--- src/hw/isv_cfg.svh ---
`ifndef ISV_CFG_SVH
`define ISV_CFG_SVH

// Special-register numbers
`define ISV_SPR_NC_RADDR   10'h01A
`define ISV_SPR_NC_STATE   10'h01B
`define ISV_SPR_VEC_BASE   10'h3D6
`define ISV_SPR_CR_RADDR   10'h3DE
`define ISV_SPR_CR_STATE   10'h3DF

// Machine-state bit positions (bit 0 is the msb)
`define ISV_MS_WE    (31 - 13)
`define ISV_MS_CE    (31 - 14)
`define ISV_MS_EE    (31 - 16)
`define ISV_MS_PR    (31 - 17)
`define ISV_MS_ME    (31 - 19)
`define ISV_MS_DWE   (31 - 21)
`define ISV_MS_DE    (31 - 22)

// Kept on entry: none for machine check, ME for other critical,
// CE ME DE for noncritical
`define ISV_KEEP_NONE  32'h0000_0000
`define ISV_KEEP_ANY   32'h0000_1000
`define ISV_KEEP_NOTME 32'h0002_1200

// Field layouts
`define ISV_WORD_ALIGN 32'hFFFF_FFFC
`define ISV_PFX_HI     31
`define ISV_PFX_LO     16

// Reset values
`define ISV_RST_WORD   32'h0000_0000

`endif

--- src/hw/isv_pkg.sv ---
package isv_pkg;

  // Interrupt classes presented by the pipeline
  typedef enum logic [2:0]
  {
    ISV_CLS_NONCRIT  = 3'h0,
    ISV_CLS_CRIT_IN  = 3'h1,
    ISV_CLS_MCHK     = 3'h2,
    ISV_CLS_WDOG     = 3'h3,
    ISV_CLS_DEBUG    = 3'h4,
    ISV_CLS_EXT      = 3'h5,
    ISV_CLS_TIMER    = 3'h6
  } isv_cls_t;

  // Sequencer states
  typedef enum logic [2:0]
  {
    ISV_ST_RUN    = 3'b001,
    ISV_ST_NCRET  = 3'b010,
    ISV_ST_CRRET  = 3'b100
  } isv_state_t;

endpackage : isv_pkg

--- src/hw/isv_unit.sv ---
`timescale 1ns/1ps
`include "isv_cfg.svh"

// Notes on behaviour
// - Noncritical entry saves interrupted address, low two bits forced zero.
// - Pipeline picks faulting or next address; system call saves next.
// - Noncritical entry copies whole machine state into noncritical save.
// - Noncritical return jumps to saved address, reloads full machine state.
// - Critical input, machine check, watchdog, debug use the critical pair.
// - Critical entry saves interrupted address, low two bits zero.
// - Watchdog entry saves next sequential address as critical return.
// - Critical entry copies machine state into critical save register.
// - Every entry clears wait enable and debug wait enable.
// - Every entry clears external enable and user state.
// - Every entry clears both translation bits, real mode.
// - Every entry clears unsupported and reserved machine-state bits.
// - Only critical entries clear critical-input and debug enables.
// - Only machine-check entry clears machine-check enable.
// - Handler address is vector prefix above the 16-bit offset.
// - Low 16 bits of vector base are ignored, 64KB aligned.
// - Noncritical pair are privileged special registers 26 and 27.
// - Critical pair are privileged special registers 990 and 991.
// - Vector base is privileged special register 982.
// - External and timer entries only taken while external enable set.
module isv_unit
  import isv_pkg::*;
(
  // Clock and reset
  input  wire logic        clk,
  input  wire logic        rst_n,
  // Interrupt request from the pipeline
  input  wire logic        int_req,
  input  wire isv_cls_t    int_cls,
  input  wire logic [31:0] int_cur_addr,
  input  wire logic [31:0] int_next_addr,
  input  wire logic        int_use_next,
  input  wire logic [15:0] int_vec_offset,
  // Return instructions
  input  wire logic        rfi_req,
  input  wire logic        rfci_req,
  // Machine-state write from the pipeline
  input  wire logic        ms_wr,
  input  wire logic [31:0] ms_wdata,
  // Special-register move port
  input  wire logic        spr_wr,
  input  wire logic        spr_rd,
  input  wire logic [9:0]  spr_num,
  input  wire logic [31:0] spr_wdata,
  // Outputs
  output logic [31:0]      spr_rdata,
  output logic             spr_hit,
  output logic             spr_priv_err,
  output logic             int_taken,
  output logic             redirect,
  output logic [31:0]      redirect_addr,
  output logic [31:0]      machine_state_reg
);

  // ****************************************************************
  // Registers
  // ****************************************************************
  logic [31:0] noncrit_return_addr;
  logic [31:0] noncrit_saved_state;
  logic [31:0] vector_base_reg;
  logic [31:0] crit_return_addr;
  logic [31:0] crit_saved_state;
  isv_state_t  state;
  isv_state_t  next_state;

  // ****************************************************************
  // Entry decode
  // ****************************************************************
  wire logic        is_crit;
  wire logic        is_mchk;
  wire logic        is_masked_cls;
  wire logic        take;
  wire logic [31:0] entry_addr;
  wire logic [31:0] keep_mask;
  wire logic [31:0] entry_state;
  wire logic [15:0] vector_base_prefix;
  wire logic [31:0] handler_addr;
  wire logic        priv_ok;
  wire logic        sel_nc_ra;
  wire logic        sel_nc_st;
  wire logic        sel_vb;
  wire logic        sel_cr_ra;
  wire logic        sel_cr_st;
  wire logic        any_sel;
  wire logic        do_wr;
  wire logic [31:0] rd_mux;

  // Load enables and next values
  wire logic        take_nc;
  wire logic        take_cr;
  wire logic        in_ncret;
  wire logic        in_crret;
  wire logic        ld_nc_ra;
  wire logic        ld_nc_st;
  wire logic        ld_vb;
  wire logic        ld_cr_ra;
  wire logic        ld_cr_st;
  wire logic        ld_ms;
  wire logic        ld_redirect_addr;
  wire logic [31:0] next_noncrit_return_addr;
  wire logic [31:0] next_noncrit_saved_state;
  wire logic [31:0] next_crit_return_addr;
  wire logic [31:0] next_crit_saved_state;
  wire logic [31:0] next_machine_state;
  wire logic [31:0] next_redirect_addr;
  wire logic        next_redirect;
  wire logic [31:0] next_spr_rdata;
  wire logic        spr_access;
  wire logic        next_spr_hit;
  wire logic        next_spr_priv_err;

  // Critical classes use the second save pair
  assign is_crit = (int_cls == ISV_CLS_CRIT_IN) ||
                   (int_cls == ISV_CLS_MCHK) ||
                   (int_cls == ISV_CLS_WDOG) ||
                   (int_cls == ISV_CLS_DEBUG);
  assign is_mchk = (int_cls == ISV_CLS_MCHK);
  // External and timer classes obey the external enable
  assign is_masked_cls = (int_cls == ISV_CLS_EXT) ||
                         (int_cls == ISV_CLS_TIMER);
  // Masked requests stay pending at the source
  assign take = int_req && (state == ISV_ST_RUN) &&
                !(is_masked_cls &&
                  !machine_state_reg[`ISV_MS_EE]);

  // Next address for watchdog and system call, else pipeline choice
  assign entry_addr = ((int_use_next || int_cls == ISV_CLS_WDOG) ?
                       int_next_addr : int_cur_addr)
                      & `ISV_WORD_ALIGN;

  // Only CE, ME, DE may survive entry; all else clears
  assign keep_mask = is_crit ? (is_mchk ? `ISV_KEEP_NONE :
                                `ISV_KEEP_ANY) :
                     `ISV_KEEP_NOTME;
  assign entry_state = machine_state_reg & keep_mask;

  // Handler table on a 64KB boundary
  assign vector_base_prefix = vector_base_reg[`ISV_PFX_HI:`ISV_PFX_LO];
  assign handler_addr = {vector_base_prefix, int_vec_offset};

  // ****************************************************************
  // Special-register decode
  // ****************************************************************
  // Moves need privileged state
  assign priv_ok   = !machine_state_reg[`ISV_MS_PR];
  assign sel_nc_ra = (spr_num == `ISV_SPR_NC_RADDR);
  assign sel_nc_st = (spr_num == `ISV_SPR_NC_STATE);
  assign sel_vb    = (spr_num == `ISV_SPR_VEC_BASE);
  assign sel_cr_ra = (spr_num == `ISV_SPR_CR_RADDR);
  assign sel_cr_st = (spr_num == `ISV_SPR_CR_STATE);
  assign any_sel   = sel_nc_ra | sel_nc_st | sel_vb | sel_cr_ra | sel_cr_st;
  // Hardware entry wins over a same-cycle software write
  assign do_wr     = spr_wr && priv_ok && !take;
  assign rd_mux    = sel_nc_ra ? noncrit_return_addr :
                     sel_nc_st ? noncrit_saved_state :
                     sel_vb    ? vector_base_reg :
                     sel_cr_ra ? crit_return_addr :
                     sel_cr_st ? crit_saved_state : `ISV_RST_WORD;

  // ****************************************************************
  // Load enables and next values
  // ****************************************************************
  assign take_nc  = take && !is_crit;
  assign take_cr  = take && is_crit;
  assign in_ncret = (state == ISV_ST_NCRET);
  assign in_crret = (state == ISV_ST_CRRET);

  // Entry saves win over a same-cycle software move
  assign ld_nc_ra = take_nc || (do_wr && sel_nc_ra);
  assign ld_nc_st = take_nc || (do_wr && sel_nc_st);
  assign ld_vb    = do_wr && sel_vb;
  assign ld_cr_ra = take_cr || (do_wr && sel_cr_ra);
  assign ld_cr_st = take_cr || (do_wr && sel_cr_st);

  assign next_noncrit_return_addr = take_nc ? entry_addr
                                            : spr_wdata;
  assign next_noncrit_saved_state = take_nc ? machine_state_reg
                                            : spr_wdata;
  assign next_crit_return_addr    = take_cr ? entry_addr
                                            : spr_wdata;
  assign next_crit_saved_state    = take_cr ? machine_state_reg
                                            : spr_wdata;

  // Entry first, then a pending return, then a pipeline write
  assign ld_ms              = take || in_ncret || in_crret || ms_wr;
  assign next_machine_state = take     ? entry_state :
                              in_ncret ? noncrit_saved_state :
                              in_crret ? crit_saved_state :
                                         ms_wdata;
  assign ld_redirect_addr   = take || in_ncret || in_crret;
  assign next_redirect_addr = take     ? handler_addr :
                              in_ncret ? noncrit_return_addr :
                                         crit_return_addr;
  assign next_redirect      = take || (state != ISV_ST_RUN);

  // Read data is zero unless a privileged read hits
  assign spr_access        = spr_rd || spr_wr;
  assign next_spr_rdata    = (spr_rd && priv_ok) ? rd_mux : `ISV_RST_WORD;
  assign next_spr_hit      = spr_access && any_sel && priv_ok;
  assign next_spr_priv_err = spr_access && any_sel && !priv_ok;

  // ****************************************************************
  // Sequencer
  // ****************************************************************
  // A return pulse beside an entry in one cycle is dropped
  always_comb
  begin
    next_state = state;
    case (state)
      ISV_ST_RUN:
      begin
        if (!take && rfi_req)
          next_state = ISV_ST_NCRET;
        else if (!take && rfci_req)
          next_state = ISV_ST_CRRET;
      end
      ISV_ST_NCRET: next_state = ISV_ST_RUN;
      ISV_ST_CRRET: next_state = ISV_ST_RUN;
      default:      next_state = ISV_ST_RUN;
    endcase
  end

  always_ff @(posedge clk or negedge rst_n)
  begin
    if (!rst_n)
      state <= ISV_ST_RUN; // Return idles one cycle before the restore
    else
      state <= next_state;
  end

  // ****************************************************************
  // Save pairs and vector base
  // ****************************************************************
  // Save registers load from entry or from a move; vector base only from a move
  always_ff @(posedge clk or negedge rst_n)
  begin
    if (!rst_n)
      noncrit_return_addr <= `ISV_RST_WORD;
    else if (ld_nc_ra)
      noncrit_return_addr <= next_noncrit_return_addr;
  end

  always_ff @(posedge clk or negedge rst_n)
  begin
    if (!rst_n)
      noncrit_saved_state <= `ISV_RST_WORD;
    else if (ld_nc_st)
      noncrit_saved_state <= next_noncrit_saved_state;
  end

  always_ff @(posedge clk or negedge rst_n)
  begin
    if (!rst_n)
      vector_base_reg <= `ISV_RST_WORD;
    else if (ld_vb)
      vector_base_reg <= spr_wdata;
  end

  always_ff @(posedge clk or negedge rst_n)
  begin
    if (!rst_n)
      crit_return_addr <= `ISV_RST_WORD;
    else if (ld_cr_ra)
      crit_return_addr <= next_crit_return_addr;
  end

  always_ff @(posedge clk or negedge rst_n)
  begin
    if (!rst_n)
      crit_saved_state <= `ISV_RST_WORD;
    else if (ld_cr_st)
      crit_saved_state <= next_crit_saved_state;
  end

  // ****************************************************************
  // Machine state and redirect
  // ****************************************************************
  // Redirect and entry pulse last one cycle
  always_ff @(posedge clk or negedge rst_n)
  begin
    if (!rst_n)
      machine_state_reg <= `ISV_RST_WORD;
    else if (ld_ms)
      machine_state_reg <= next_machine_state;
  end

  always_ff @(posedge clk or negedge rst_n)
  begin
    if (!rst_n)
      redirect_addr <= `ISV_RST_WORD;
    else if (ld_redirect_addr)
      redirect_addr <= next_redirect_addr;
  end

  always_ff @(posedge clk or negedge rst_n)
  begin
    if (!rst_n)
      redirect <= 1'b0;
    else
      redirect <= next_redirect;
  end

  always_ff @(posedge clk or negedge rst_n)
  begin
    if (!rst_n)
      int_taken <= 1'b0;
    else
      int_taken <= take;
  end

  // ****************************************************************
  // Read port
  // ****************************************************************
  // Result pulses follow the move by one cycle
  always_ff @(posedge clk or negedge rst_n)
  begin
    if (!rst_n)
      spr_rdata <= `ISV_RST_WORD;
    else
      spr_rdata <= next_spr_rdata;
  end

  always_ff @(posedge clk or negedge rst_n)
  begin
    if (!rst_n)
      spr_hit <= 1'b0;
    else
      spr_hit <= next_spr_hit;
  end

  always_ff @(posedge clk or negedge rst_n)
  begin
    if (!rst_n)
      spr_priv_err <= 1'b0;
    else
      spr_priv_err <= next_spr_priv_err;
  end

endmodule : isv_unit

--- config.mk ---
export PLATFORM = sky130hd
export DESIGN_NAME = isv_unit
export DESIGN_NICKNAME = d
export VERILOG_FILES = /design/src/hw/isv_pkg.sv /design/src/hw/isv_unit.sv
export VERILOG_INCLUDE_DIRS = /design/src /design/src/hw
export SDC_FILE = /design/constraint.sdc
export NUM_CORES = 1
export LEC_CHECK = 0
export BUFFER_PORTS_ARGS = -buffer_cell sky130_fd_sc_hd__buf_2
export CAP_MARGIN = 30
export CORE_MARGIN = 10
export CORE_UTILIZATION = 60
export CTS_BUF_LIST = sky130_fd_sc_hd__clkbuf_8
export DETAILED_ROUTE_END_ITERATION = 8
export PLACE_DENSITY = 0.85
export SYNTH_ARGS = -nofsm -noshare
export SYNTH_HDL_FRONTEND = slang
export SYNTH_SLANG_ARGS = --single-unit
--- constraint.sdc ---
create_clock -name clk -period 5.3 [get_ports clk]
set_input_delay 0.795 -clock clk [delete_from_list [all_inputs] [get_ports clk]]
set_output_delay 0.795 -clock clk [all_outputs]
set_load 0.02 [all_outputs]
# Word-level counts from Yosys, hierarchy flattened

Index checks and enable logic that the tools add are counted.

Flip-flop bits (word level): 263
Input port bits: 166
Output and inout port bits: 100
Word-level logic and storage cells: 92

Eq/ne operators: 16
Mux-type cells: 21
Bitwise gates (word level): 5
Reduce and logical (&&, ||, !) cells: 37

Operators by type and width:

| kind                   | count |
|---|---|
| $mux W32               | 16 |
| $and A32 B18 Y32       | 1 |
| $eq A10 B10 Y1 const B | 3 |
| $eq A10 B5 Y1 const B  | 2 |
| $logic_and A1 B1 Y1    | 18 |
| $mux W18               | 1 |
| $logic_or A1 B1 Y1     | 14 |
| $mux W13               | 1 |
| $eq A3 B3 Y1 const B   | 4 |
| $eq A3 B2 Y1 const B   | 3 |
| $mux W3                | 3 |
| $eq A3 B1 Y1 const B   | 2 |
| $ne A3 B1 Y1 const B   | 2 |
| $logic_not A1 Y1       | 5 |
| $or A1 B1 Y1           | 4 |

# Longest topological paths before layout

Gate-level depths: netlist (run 1).

Depth after elaboration: 10
Gate-level depth with buffers: 8
Depth with buffers taken out: 5

# Worst setup path after synthesis (run 1)

OpenSTA, ideal clock, no wires.

Path type: input-to-reg
Start point: in spr_num[8]
End point: reg noncrit_saved_state[11]
Library setup time: 0.141 ns
Arrival: 2.352 ns
Required time: 5.159 ns
Path slack: 2.807 ns
Stages: 6
Buffers on the path: 2
Path through: or4_1 > buf_2 > or4_4 > clkbuf_2 > o21ai_1 > a31oi_1

Word-level cells in the longest chain between the ends: 3

RTL lines:

| item                           | RTL line        | RTL |
|---|---|---|
| from (decl)                    | isv_unit.sv:47  | `input wire logic [9:0] spr_num,` |
| $eq A10 B5 Y1 (no source line) | --              |  |
| $logic_and A1 B1 Y1            | isv_unit.sv:174 | `assign ld_nc_st = take_nc \|\| (do_wr && sel_nc_st);` |
| $logic_or A1 B1 Y1             | isv_unit.sv:174 |  |
| to (signal assigned)           | isv_unit.sv:250 | `` noncrit_saved_state <= `ISV_RST_WORD; `` |
| to (signal assigned)           | isv_unit.sv:252 | `noncrit_saved_state <= next_noncrit_saved_state;` |
| to (decl)                      | isv_unit.sv:63  | `logic [31:0] noncrit_saved_state;` |

Every way passes these cells.
A chain may end at the register's enable or synchronous reset.

# Worst setup path after layout (run 1)

Start point: reg machine_state_reg[15]
End point: reg machine_state_reg[24]

Word-level cells in the longest chain between the ends: 7
Elaborated cells on any way between the ends: 8
Those cells by class: mux: 1; reduce/logical: 7

RTL lines:

| item                             | RTL line        | RTL |
|---|---|---|
| from (decl)                      | isv_unit.sv:56  | `output logic [31:0] machine_state_reg` |
| from (signal assigned)           | isv_unit.sv:286 | `` machine_state_reg <= `ISV_RST_WORD; `` |
| from (signal assigned)           | isv_unit.sv:288 | `machine_state_reg <= next_machine_state;` |
| $logic_not A1 Y1 (*)             | isv_unit.sv:128 | `` !machine_state_reg[`ISV_MS_EE]); `` |
| $logic_and A1 B1 Y1 (*)          | isv_unit.sv:127 | `!(is_masked_cls &&` |
| $logic_not A1 Y1 (*)             | isv_unit.sv:127 |  |
| $logic_and A1 B1 Y1 (*)          | isv_unit.sv:126 | `assign take = int_req && (state == ISV_ST_RUN) &&` |
| $logic_or A1 B1 Y1 (3 in series) | isv_unit.sv:189 | `assign ld_ms = take \|\| in_ncret \|\| in_crret \|\| ms_wr;` |

Every way passes the cells marked *; elsewhere a longest branch is shown, timed or not.

==> results of run 1 <==
-- area by class of cell --
type	count	area, µm²
diodes	6	15.01
inverters	6	25.02
flip-flops and latches	263	6583
well taps	324	405.4
fillers	1866	7148
clock buffers	58	798.3
clock inverters	23	123.9
multi-input cells	1106	7752
repair buffers	295	1612
-- synth_stat cells, types with 3 or more instances --
master	instances
nand2_1	136
a2bb2oi_1	22
mux2i_1	84
nor2b_1	7
o21ai_1	30
nor4_1	25
nor3_1	34
nand3b_1	3
dfrtp_1	262
inv_1	5
a31oi_1	100
o221a_2	8
o31a_1	23
nand2b_1	36
buf_6	7
o21ai_0	37
nor4b_1	8
buf_2	36
nand3_1	36
a22o_1	31
mux2_2	116
nor2_1	109
or3_1	32
nor3b_1	4
a32o_1	12
or3b_2	12
clkbuf_1	111
a22oi_1	60
and2_1	3
o31ai_1	64
a21oi_1	6
buf_1	14
a32oi_1	11
o2bb2ai_1	21
nand4_1	5
o22a_1	8
-- worst max path at each step --
stage | end | cells after the start | from
floorplan | noncrit_saved_state[11] | 6 | spr_num[8]
global placement | spr_rdata[5] | 8 | spr_num[0]
detailed placement | machine_state_reg[2] | 7 | int_cls[0]
CTS | machine_state_reg[24] | 6 | machine_state_reg[15]
global route | machine_state_reg[16] | 6 | machine_state_reg[15]
finish | machine_state_reg[24] | 6 | machine_state_reg[15]
-- cells by family (layout without fill, tap and decap cells) --
family / Yosys count / in the layout
simple gates: 463 / 463
compound gates: 442 / 442
flops: 263 / 263
mux: 200 / 200
buf+inv: 177 / 382
xor+xnor: 1 / 1
other cells: 0 / 6
-- report_power, final --
part           leakage (nW)  internal (mW)  switching, mW
clock network         0.540           1.03          0.880
logic                  4.00          0.975           1.20
registers              3.21           2.60          0.615
total                  7.75           4.60           2.69
-- per-layer routing --
metal	global-route usage [%]	routed length (µm)	vias to the layer above
li1	-	-	6181
met1	45.09	20530	6884
met2	47.30	23320	1183
met3	12.09	8577	148
met4	11.95	1725	2
met5	0	13	-
-- worst max-delay path: stages (launching register included) --
cell	delay, ns
dfrtp_1	0.44
nand2b_1	0.29
o21ai_4	0.61
inv_4	0.49
nor2_2	0.69
buf_4	0.37
a22o_1	0.19
-- stage by stage --
stage          area (µm²)  std cells  worst slack (ns)
2_1_floorplan       15020       1546             2.807
3_3_place_gp        16370       1993             1.833
3_5_place_dp        16380       1994             1.770
4_1_cts             17300       2075             2.193
5_1_grt             17310       2080             1.936
6_report            17310       2081             2.146
-- cell usage in the layout (no fill, tap or decap), types with 11 or more instances in the layout --
master       n
dfrtp_1    262
buf_2      259
nand2_1    136
mux2_2     116
nor2_1     107
a31oi_1     99
mux2i_1     84
o31ai_1     64
a22oi_1     60
clkbuf_8    58
o21ai_0     37
nand2b_1    36
nand3_1     36
nor3_1      33
or3_1       32
buf_4       32
a22o_1      31
o21ai_1     30
o31a_1      23
nor4_1      23
a2bb2oi_1   22
inv_1       21
o2bb2ai_1   21
or3b_2      12
a32o_1      12
a32oi_1     11
==> results.sh, run 1 <==
export IMPL_cts_tree="built"
export IMPL_antenna_found_initial=8
export IMPL_post_cts_resized=0
export IMPL_clk_transition_reported_paths_ns=0.06
export IMPL_endpoint_kind="register"
export IMPL_p_leak_nw=7.748
export IMPL_ir_drop_v=0.0002877
export IMPL_ys_types=61
export IMPL_first_global_vias=14080
export IMPL_via_count=14400
export IMPL_min_period_over_period_pct=59.50
export IMPL_clock_latency_ns=0.58
export IMPL_async_reset_ff_share_pct=100.0
export IMPL_muxShareOfSynthArea_pct=14.29
export IMPL_critPathMaxFanout=87
export IMPL_nets=1882
export IMPL_synthTopCellsByArea="dfrtp_1, mux2_2, mux2i_1"
export IMPL_grt_max_degree=127
export IMPL_synth_top_area_cell="dfrtp_1"
export IMPL_synthCells=1546
export IMPL_start_kind="register"
export IMPL_ant_nets=0
export IMPL_synth_top_family_by_area="compound AO/OA/AOI/OAI gates"
export IMPL_status="finished, final reports clean"
export IMPL_die_w_um=178.2
export IMPL_synth_seq_cells=263
export IMPL_finalPower_mw=7.295
export IMPL_core_area_um2=24460
export IMPL_drcViolationCount=0
export IMPL_dp_hpwl_mm=34.93
export IMPL_cts_max_level=2
export IMPL_die_area_um2=31770
export IMPL_r2r_start="machine_state_reg[15]"
export IMPL_dr_pass1_iters=6
export IMPL_via_per_inst=6.919
export IMPL_ctsLongestPathBuffers=3
export IMPL_yosysWarnings=0
export IMPL_cp_arrival_ns=3.67
export IMPL_cp_required_ns=5.82
export IMPL_synth_area_um2=15020
export IMPL_synth_seq_area_share_pct=43.81
export IMPL_port_buffers=261
export IMPL_clock_sinks=263
export IMPL_drive_gt1_share_pct=29.30
export IMPL_overflow=0
export IMPL_pwr_density_cell_nw_per_um2=421.3
export IMPL_hold_ws_ns=0.2208
export IMPL_num_rows=57
export IMPL_tightestPinTransition_ns=1.059
export IMPL_worst_r2r_setup_slack_ns=2.15
export IMPL_crit_type="reg2reg"
export IMPL_drv_cap=0
export IMPL_drt_wl_total_mm=54.17
export IMPL_grt_use_total_pct=33.05
export IMPL_synthToLayoutAreaGrowth_pct=15.24
export IMPL_die_y_um=178.2
export IMPL_finalHoldViolations=0
export IMPL_synth_xor_area_share_pct=0.05829
export IMPL_grt_pass1_wl_mm=82.99
export IMPL_fmax_ghz=0.3171
export IMPL_ff2ff_path_depth=6
export IMPL_cts_setup_buffers=0
export IMPL_fin_worst_skew_ns=0.01764
export IMPL_cts_made_buffers=44
export IMPL_start_util_pct=61.42
export IMPL_wl_per_cell_um=26.03
export IMPL_ys_flop_type="dfrtp_1"
export IMPL_fin_setup_tns_ns=0
export IMPL_rr_endpoint="machine_state_reg[24]"
export IMPL_cts_hold_buf=0
export IMPL_synth_area_per_cell_um2=9.718
export IMPL_globalplace_congestion=0.9174
export IMPL_cts_root_buf="clkbuf_8"
export IMPL_final_max_slew_viol_count=0
export IMPL_synth_top_cell_area_share_pct=43.64
export IMPL_hp_class="in2async"
export IMPL_synth_edf_count=0
export IMPL_final_core_util_pct=70.78
export IMPL_mappedNetlistNets=1712
export IMPL_synth_compound_area_share_pct=21.46
export IMPL_grt_setup_unrepaired="false"
export IMPL_slew_limit_headroom_pct=29.41
export IMPL_fin_crit_ns=3.154
export IMPL_setup_viol=0
export IMPL_synth_simple_area_share_pct=15.26
export IMPL_synth_fa_ha_area_share_pct=0
export IMPL_io_pins=266
export IMPL_drt_iter0_drc=2215
No activity file was read; power rests on OpenSTA's default activity.
==> inputs of run 2 (changes only) <==
--- a/config.mk
+++ b/config.mk
@@ -9,10 +9,10 @@
 export BUFFER_PORTS_ARGS = -buffer_cell sky130_fd_sc_hd__buf_2
 export CAP_MARGIN = 30
 export CORE_MARGIN = 10
-export CORE_UTILIZATION = 60
+export CORE_UTILIZATION = 53
 export CTS_BUF_LIST = sky130_fd_sc_hd__clkbuf_8
 export DETAILED_ROUTE_END_ITERATION = 8
-export PLACE_DENSITY = 0.85
+export PLACE_DENSITY = 0.79
 export SYNTH_ARGS = -nofsm -noshare
 export SYNTH_HDL_FRONTEND = slang
 export SYNTH_SLANG_ARGS = --single-unit
==> constraint.sdc (replaced) <==
create_clock -name clk -period 2.7 [get_ports clk]
set_input_delay 0.405 -clock clk [delete_from_list [all_inputs] [get_ports clk]]
set_output_delay 0.405 -clock clk [all_outputs]
set_load 0.02 [all_outputs]
==> results.sh, run 2 (synthesis results as in run 1) <==
export IMPL_status="finished, final reports clean"
export IMPL_io_pins=266
export IMPL_start_util_pct=53.93
export IMPL_slew_limit_headroom_pct=42.82
export IMPL_dp_hpwl_mm=36.34
export IMPL_ant_nets=0
export IMPL_globalplace_congestion=0.9559
export IMPL_design_area_um2=17800
export IMPL_drcViolationCount=0
export IMPL_finalPower_mw=14.44
export IMPL_holdPathEnd="state[2]"
export IMPL_detailedPlace_worstSlack_ns=0.2829
export IMPL_dp_cells=2074
export IMPL_cp_required_ns=3.15
export IMPL_cts_root_buf="clkbuf_8"
export IMPL_fin_setup_tns_ns=0
export IMPL_layout_commonest_cell="dfrtp_1"
export IMPL_start_kind="register"
export IMPL_antenna_found_initial=6
export IMPL_via_count=14300
export IMPL_grt_max_degree=109
export IMPL_setup_viol=0
export IMPL_drt_iter0_drc=2322
export IMPL_wl_per_cell_um=24.92
export IMPL_via_per_inst=6.612
export IMPL_critPathMaxFanout=60
export IMPL_ir_drop_v=0.0004355
export IMPL_worst_r2r_setup_slack_ns=0.32
export IMPL_min_from="rfi_req"
export IMPL_worst_slack_ns=0.3169
export IMPL_grt_setup_unrepaired="false"
export IMPL_worstHoldPathCells=2
export IMPL_cts_max_level=2
export IMPL_final_max_slew_viol_count=0
export IMPL_cts_made_buffers=46
export IMPL_clock_sinks=263
export IMPL_cts_tree="built"
export IMPL_synthToLayoutAreaGrowth_pct=18.47
export IMPL_drv_cap=0
export IMPL_clk_transition_reported_paths_ns=0.06
export IMPL_fin_worst_skew_ns=0.02039
export IMPL_nets=1912
export IMPL_grt_pass1_wl_mm=82.39
export IMPL_num_rows=61
export IMPL_final_core_util_pct=63.89
export IMPL_cp_startpoint="machine_state_reg[15]"
export IMPL_tightestPinTransition_ns=0.8577
export IMPL_first_global_vias=13880
export IMPL_core_area_um2=27860
export IMPL_rr_endpoint="redirect_addr[16]"
export IMPL_stdcell_count=2163
export IMPL_drive_gt1_share_pct=30.49
export IMPL_grt_use_total_pct=28.96
export IMPL_port_buffers=261
export IMPL_ff2ff_path_depth=5
export IMPL_die_w_um=188.4
export IMPL_r2r_start="machine_state_reg[15]"
export IMPL_die_y_um=188.4
export IMPL_ctsLongestPathBuffers=3
export IMPL_placedInstanceArea_um2=16810
export IMPL_hp_class="in2reg"
export IMPL_endpoint_kind="register"
export IMPL_overflow=0
export IMPL_fin_crit_ns=2.383
export IMPL_drt_wl_total_mm=53.91
export IMPL_hold_ws_ns=0.02735
export IMPL_finalHoldViolations=0
export IMPL_crit_type="reg2reg"
export IMPL_layout_common_cells="dfrtp_1, buf_2, nand2_1"
export IMPL_cp_arrival_ns=2.84
export IMPL_clock_latency_ns=0.58
export IMPL_pwr_density_cell_nw_per_um2=811.5
export IMPL_p_leak_nw=7.947
export IMPL_fmax_ghz=0.4196
export IMPL_min_period_over_period_pct=88.26
export IMPL_dr_pass1_iters=6
export IMPL_die_area_um2=35480
run 2: changes by cell type in the layout (fill, tap and decap cells not counted), sizes merged:
cell         previous run  this run
clkinvlp                0         1
clkbuf                 58        61
dlygate4sd3             0         2
diode                   6         4
clkinv                  5         6
buf                   295       321
inv                    23        20
run 2: area by class of cell:
class	count	area (µm²)
fillers	2257	10060
multi-input cells	1106	7747
flip-flops and latches	263	6583
repair buffers	323	2002
clock buffers	61	839.6
well taps	378	473.0
clock inverters	22	120.1
inverters	6	25.02
diodes	4	10.01
run 2: repair_timing:
item | CTS | global route
hold endpoints to repair | 47 | 0
setup buffers | 0 | 0
resized for setup | 0 | 0
hold buffers | 2 | 0
run 2: layer usage:
| layer | wire length (µm) | vias up | track usage (%) |
|---|---|---|---|
| met5 | 22 | - | 0 |
| met4 | 1438 | 4 | 8.913 |
| met3 | 7441 | 112 | 8.309 |
| met2 | 23560 | 1017 | 42.90 |
| met1 | 21440 | 6932 | 40.18 |
| li1 | - | 6236 | - |
run 2: worst max-delay path: stages, from the launching register on:
cell and delay (ns):
dfrtp_1 0.44, nand2b_1 0.30, o21ai_4 0.46, buf_12 0.36, mux2_2 0.41, mux2_2 0.27
run 2: worst max-delay path by stage:
stage / cells after the start / slack [ns] / end
2_1_floorplan: 8 / 0.58 / crit_return_addr[3]
3_3_place_gp: 5 / 0.32 / noncrit_saved_state[31]
3_5_place_dp: 7 / 0.28 / crit_saved_state[24]
4_1_cts: 6 / 0.34 / machine_state_reg[25]
5_1_grt: 6 / 0.19 / machine_state_reg[25]
6_report: 5 / 0.32 / redirect_addr[16]
run 2: report_power, final:
part	switching, mW	total, mW	internal [mW]
sequential	1.16	6.26	5.10
clock	1.72	3.83	2.11
combinational	2.36	4.35	1.99
total	5.25	14.4	9.20
==> inputs of run 3 (changes only) <==
--- a/config.mk
+++ b/config.mk
@@ -6,13 +6,14 @@
 export SDC_FILE = /design/constraint.sdc
 export NUM_CORES = 1
 export LEC_CHECK = 0
-export BUFFER_PORTS_ARGS = -buffer_cell sky130_fd_sc_hd__buf_2
 export CAP_MARGIN = 30
 export CORE_MARGIN = 10
-export CORE_UTILIZATION = 53
+export CORE_UTILIZATION = 60
 export CTS_BUF_LIST = sky130_fd_sc_hd__clkbuf_8
 export DETAILED_ROUTE_END_ITERATION = 8
-export PLACE_DENSITY = 0.79
+export DONT_BUFFER_PORTS = 1
+export PLACE_DENSITY = 0.76
+export REMOVE_ABC_BUFFERS = 1
 export SYNTH_ARGS = -nofsm -noshare
 export SYNTH_HDL_FRONTEND = slang
 export SYNTH_SLANG_ARGS = --single-unit
==> constraint.sdc (replaced) <==
create_clock -name clk -period 2.63 [get_ports clk]
set_input_delay 0.3945 -clock clk [delete_from_list [all_inputs] [get_ports clk]]
set_output_delay 0.3945 -clock clk [all_outputs]
set_load 0.02 [all_outputs]
==> results.sh, run 3 (synthesis results as in run 1) <==
export IMPL_cts_hold_buf=36
export IMPL_overflow=0
export IMPL_nets=1686
export IMPL_drcViolationCount=0
export IMPL_placedInstanceArea_um2=15500
export IMPL_crit_chain="nand2b_1, o21ai_4, buf_12, mux2_2, mux2_2"
export IMPL_wl_met1_mm=19.37
export IMPL_num_rows=57
export IMPL_die_area_um2=31770
export IMPL_dp_hpwl_mm=31.02
export IMPL_via_count=13720
export IMPL_ant_nets=0
export IMPL_fmax_ghz=0.4160
export IMPL_grt_use_total_pct=32.66
export IMPL_cts_root_buf="clkbuf_8"
export IMPL_r2r_start="machine_state_reg[15]"
export IMPL_worstPathBufferInverterCount=1
export IMPL_cp_common_cell="mux2_2"
export IMPL_critical_path_endpoint="redirect_addr[28]"
export IMPL_status="finished, violations left"
export IMPL_setup_viol=0
export IMPL_cp_top_family="multiplexers"
export IMPL_wl_met3_mm=6.199
export IMPL_globalplace_congestion=0.8761
export IMPL_final_max_slew_viol_count=0
export IMPL_drv_cap=0
export IMPL_drive_gt1_share_pct=19.12
export IMPL_slew_limit_headroom_pct=47.00
export IMPL_hold_ws_ns=-0.4739
export IMPL_crit_type="reg2reg"
export IMPL_n_fill_cell=1833
export IMPL_clock_sinks=263
export IMPL_layout_commonest_cell="dfrtp_1"
export IMPL_violations="hold timing"
export IMPL_stdcell_count=1877
export IMPL_cp_depth=5
export IMPL_cts_tree="built"
export IMPL_dr_pass1_iters=6
export IMPL_fin_crit_ns=2.404
export IMPL_ctsLongestPathBuffers=3
export IMPL_crit_path_max_incr_delay_ns=0.56
export IMPL_hp_class="in2async"
export IMPL_cp_startpoint="machine_state_reg[15]"
export IMPL_design_area_um2=16840
export IMPL_grt_pass1_wl_mm=81.25
export IMPL_fin_setup_tns_ns=0
export IMPL_die_w_um=178.2
export IMPL_routed_top_layer="met4"
export IMPL_synthToLayoutAreaGrowth_pct=12.09
export IMPL_cp_required_ns=3.07
export IMPL_cts_setup_buffers=0
export IMPL_start_kind="register"
export IMPL_ff2ff_path_depth=5
export IMPL_worst_r2r_setup_slack_ns=0.23
export IMPL_cts_made_buffers=45
export IMPL_wl_met2_mm=25.34
export IMPL_core_area_um2=24460
export IMPL_clk_transition_reported_paths_ns=0.06
export IMPL_layout_common_cells="dfrtp_1, nand2_1, mux2_2"
export IMPL_final_core_util_pct=68.85
export IMPL_tightestPinTransition_ns=0.7951
export IMPL_port_buffers=0
export IMPL_first_global_vias=13910
export IMPL_grt_max_degree=264
export IMPL_clock_latency_ns=0.57
export IMPL_endpoint_kind="register"
export IMPL_grt_setup_unrepaired="false"
export IMPL_worst_slack_ns=0.2261
export IMPL_finalHoldViolations=263
export IMPL_cts_max_level=2
export IMPL_antenna_found_initial=0
export IMPL_io_pins=266
export IMPL_dp_cells=1761
export IMPL_wl_per_cell_um=28.53
export IMPL_diodes=0
export IMPL_critPathMaxFanout=50
export IMPL_fin_worst_skew_ns=0.01560
export IMPL_drt_wl_total_mm=53.55
export IMPL_min_period_over_period_pct=91.40
export IMPL_start_util_pct=61.42
export IMPL_via_per_inst=7.310
export IMPL_ir_drop_v=0.0006007
export IMPL_cp_arrival_ns=2.84
export IMPL_detailedPlace_worstSlack_ns=0.2268
export IMPL_drt_iter0_drc=2092
export IMPL_die_y_um=178.2
export IMPL_rr_endpoint="redirect_addr[28]"
export IMPL_post_cts_resized=0
export IMPL_p_leak_nw=7.012
export IMPL_slowest_stage="o21ai_4"
export IMPL_pwr_density_cell_nw_per_um2=840.7
-- run 3: cell types whose count changed in the layout (fill, tap and decap cells not counted), sizes merged --
cell | before | now
clkbuf | 61 | 65
inv | 20 | 17
buf | 321 | 62
dlygate4sd3 | 2 | 36
clkinv | 6 | 2
diode | 4 | 0
-- run 3: report_power, final --
part | total (mW) | leakage, nW | internal [mW] | switching, mW
sequential | 6.72 | 3.21 | 5.23 | 1.49
combinational | 3.45 | 3.26 | 1.79 | 1.66
clock | 3.99 | 0.548 | 2.27 | 1.72
total | 14.2 | 7.01 | 9.29 | 4.87
-- run 3: per-stage QoR --
| step | power (mW) | hold WS, ns |
|---|---|---|
| after floorplan | 8.949 | 0.09891 |
| after global placement | 9.894 | 0.1129 |
| after detailed placement | 10.09 | 0.1107 |
| after CTS | 14.11 | -0.4785 |
| after global routing | 14.80 | -0.4876 |
| final | 14.16 | -0.4739 |
-- run 3: metal layers --
layer / global-route usage [%] / vias to the layer above
li1: - / 5773
met1: 40.49 / 6684
met2: 51.83 / 1044
met3: 8.288 / 219
met4: 17.12 / 0
met5: 0 / -
-- run 3: worst min path at each step --
stage	from	endpoint	slack (ns)	depth (start not counted)
final	rst_n	redirect	-0.47	0
after global routing	rst_n	redirect	-0.49	0
after CTS	rst_n	redirect_addr[27]	-0.48	0
after detailed placement	rst_n	redirect	0.11	0
after global placement	rst_n	redirect	0.11	0
after floorplan	rst_n	crit_return_addr[0]	0.1	0
-- run 3: final cells by class --
type	count	area, µm²	share of cell area [%]
clock buffers	65	894.6	5.312
clock inverters	15	88.84	0.5275
inverters	6	27.53	0.1634
multi-input cells	1106	7804	46.34
flip-flops and latches	263	6583	39.09
well taps	324	405.4	2.407
repair buffers	98	1039	6.166
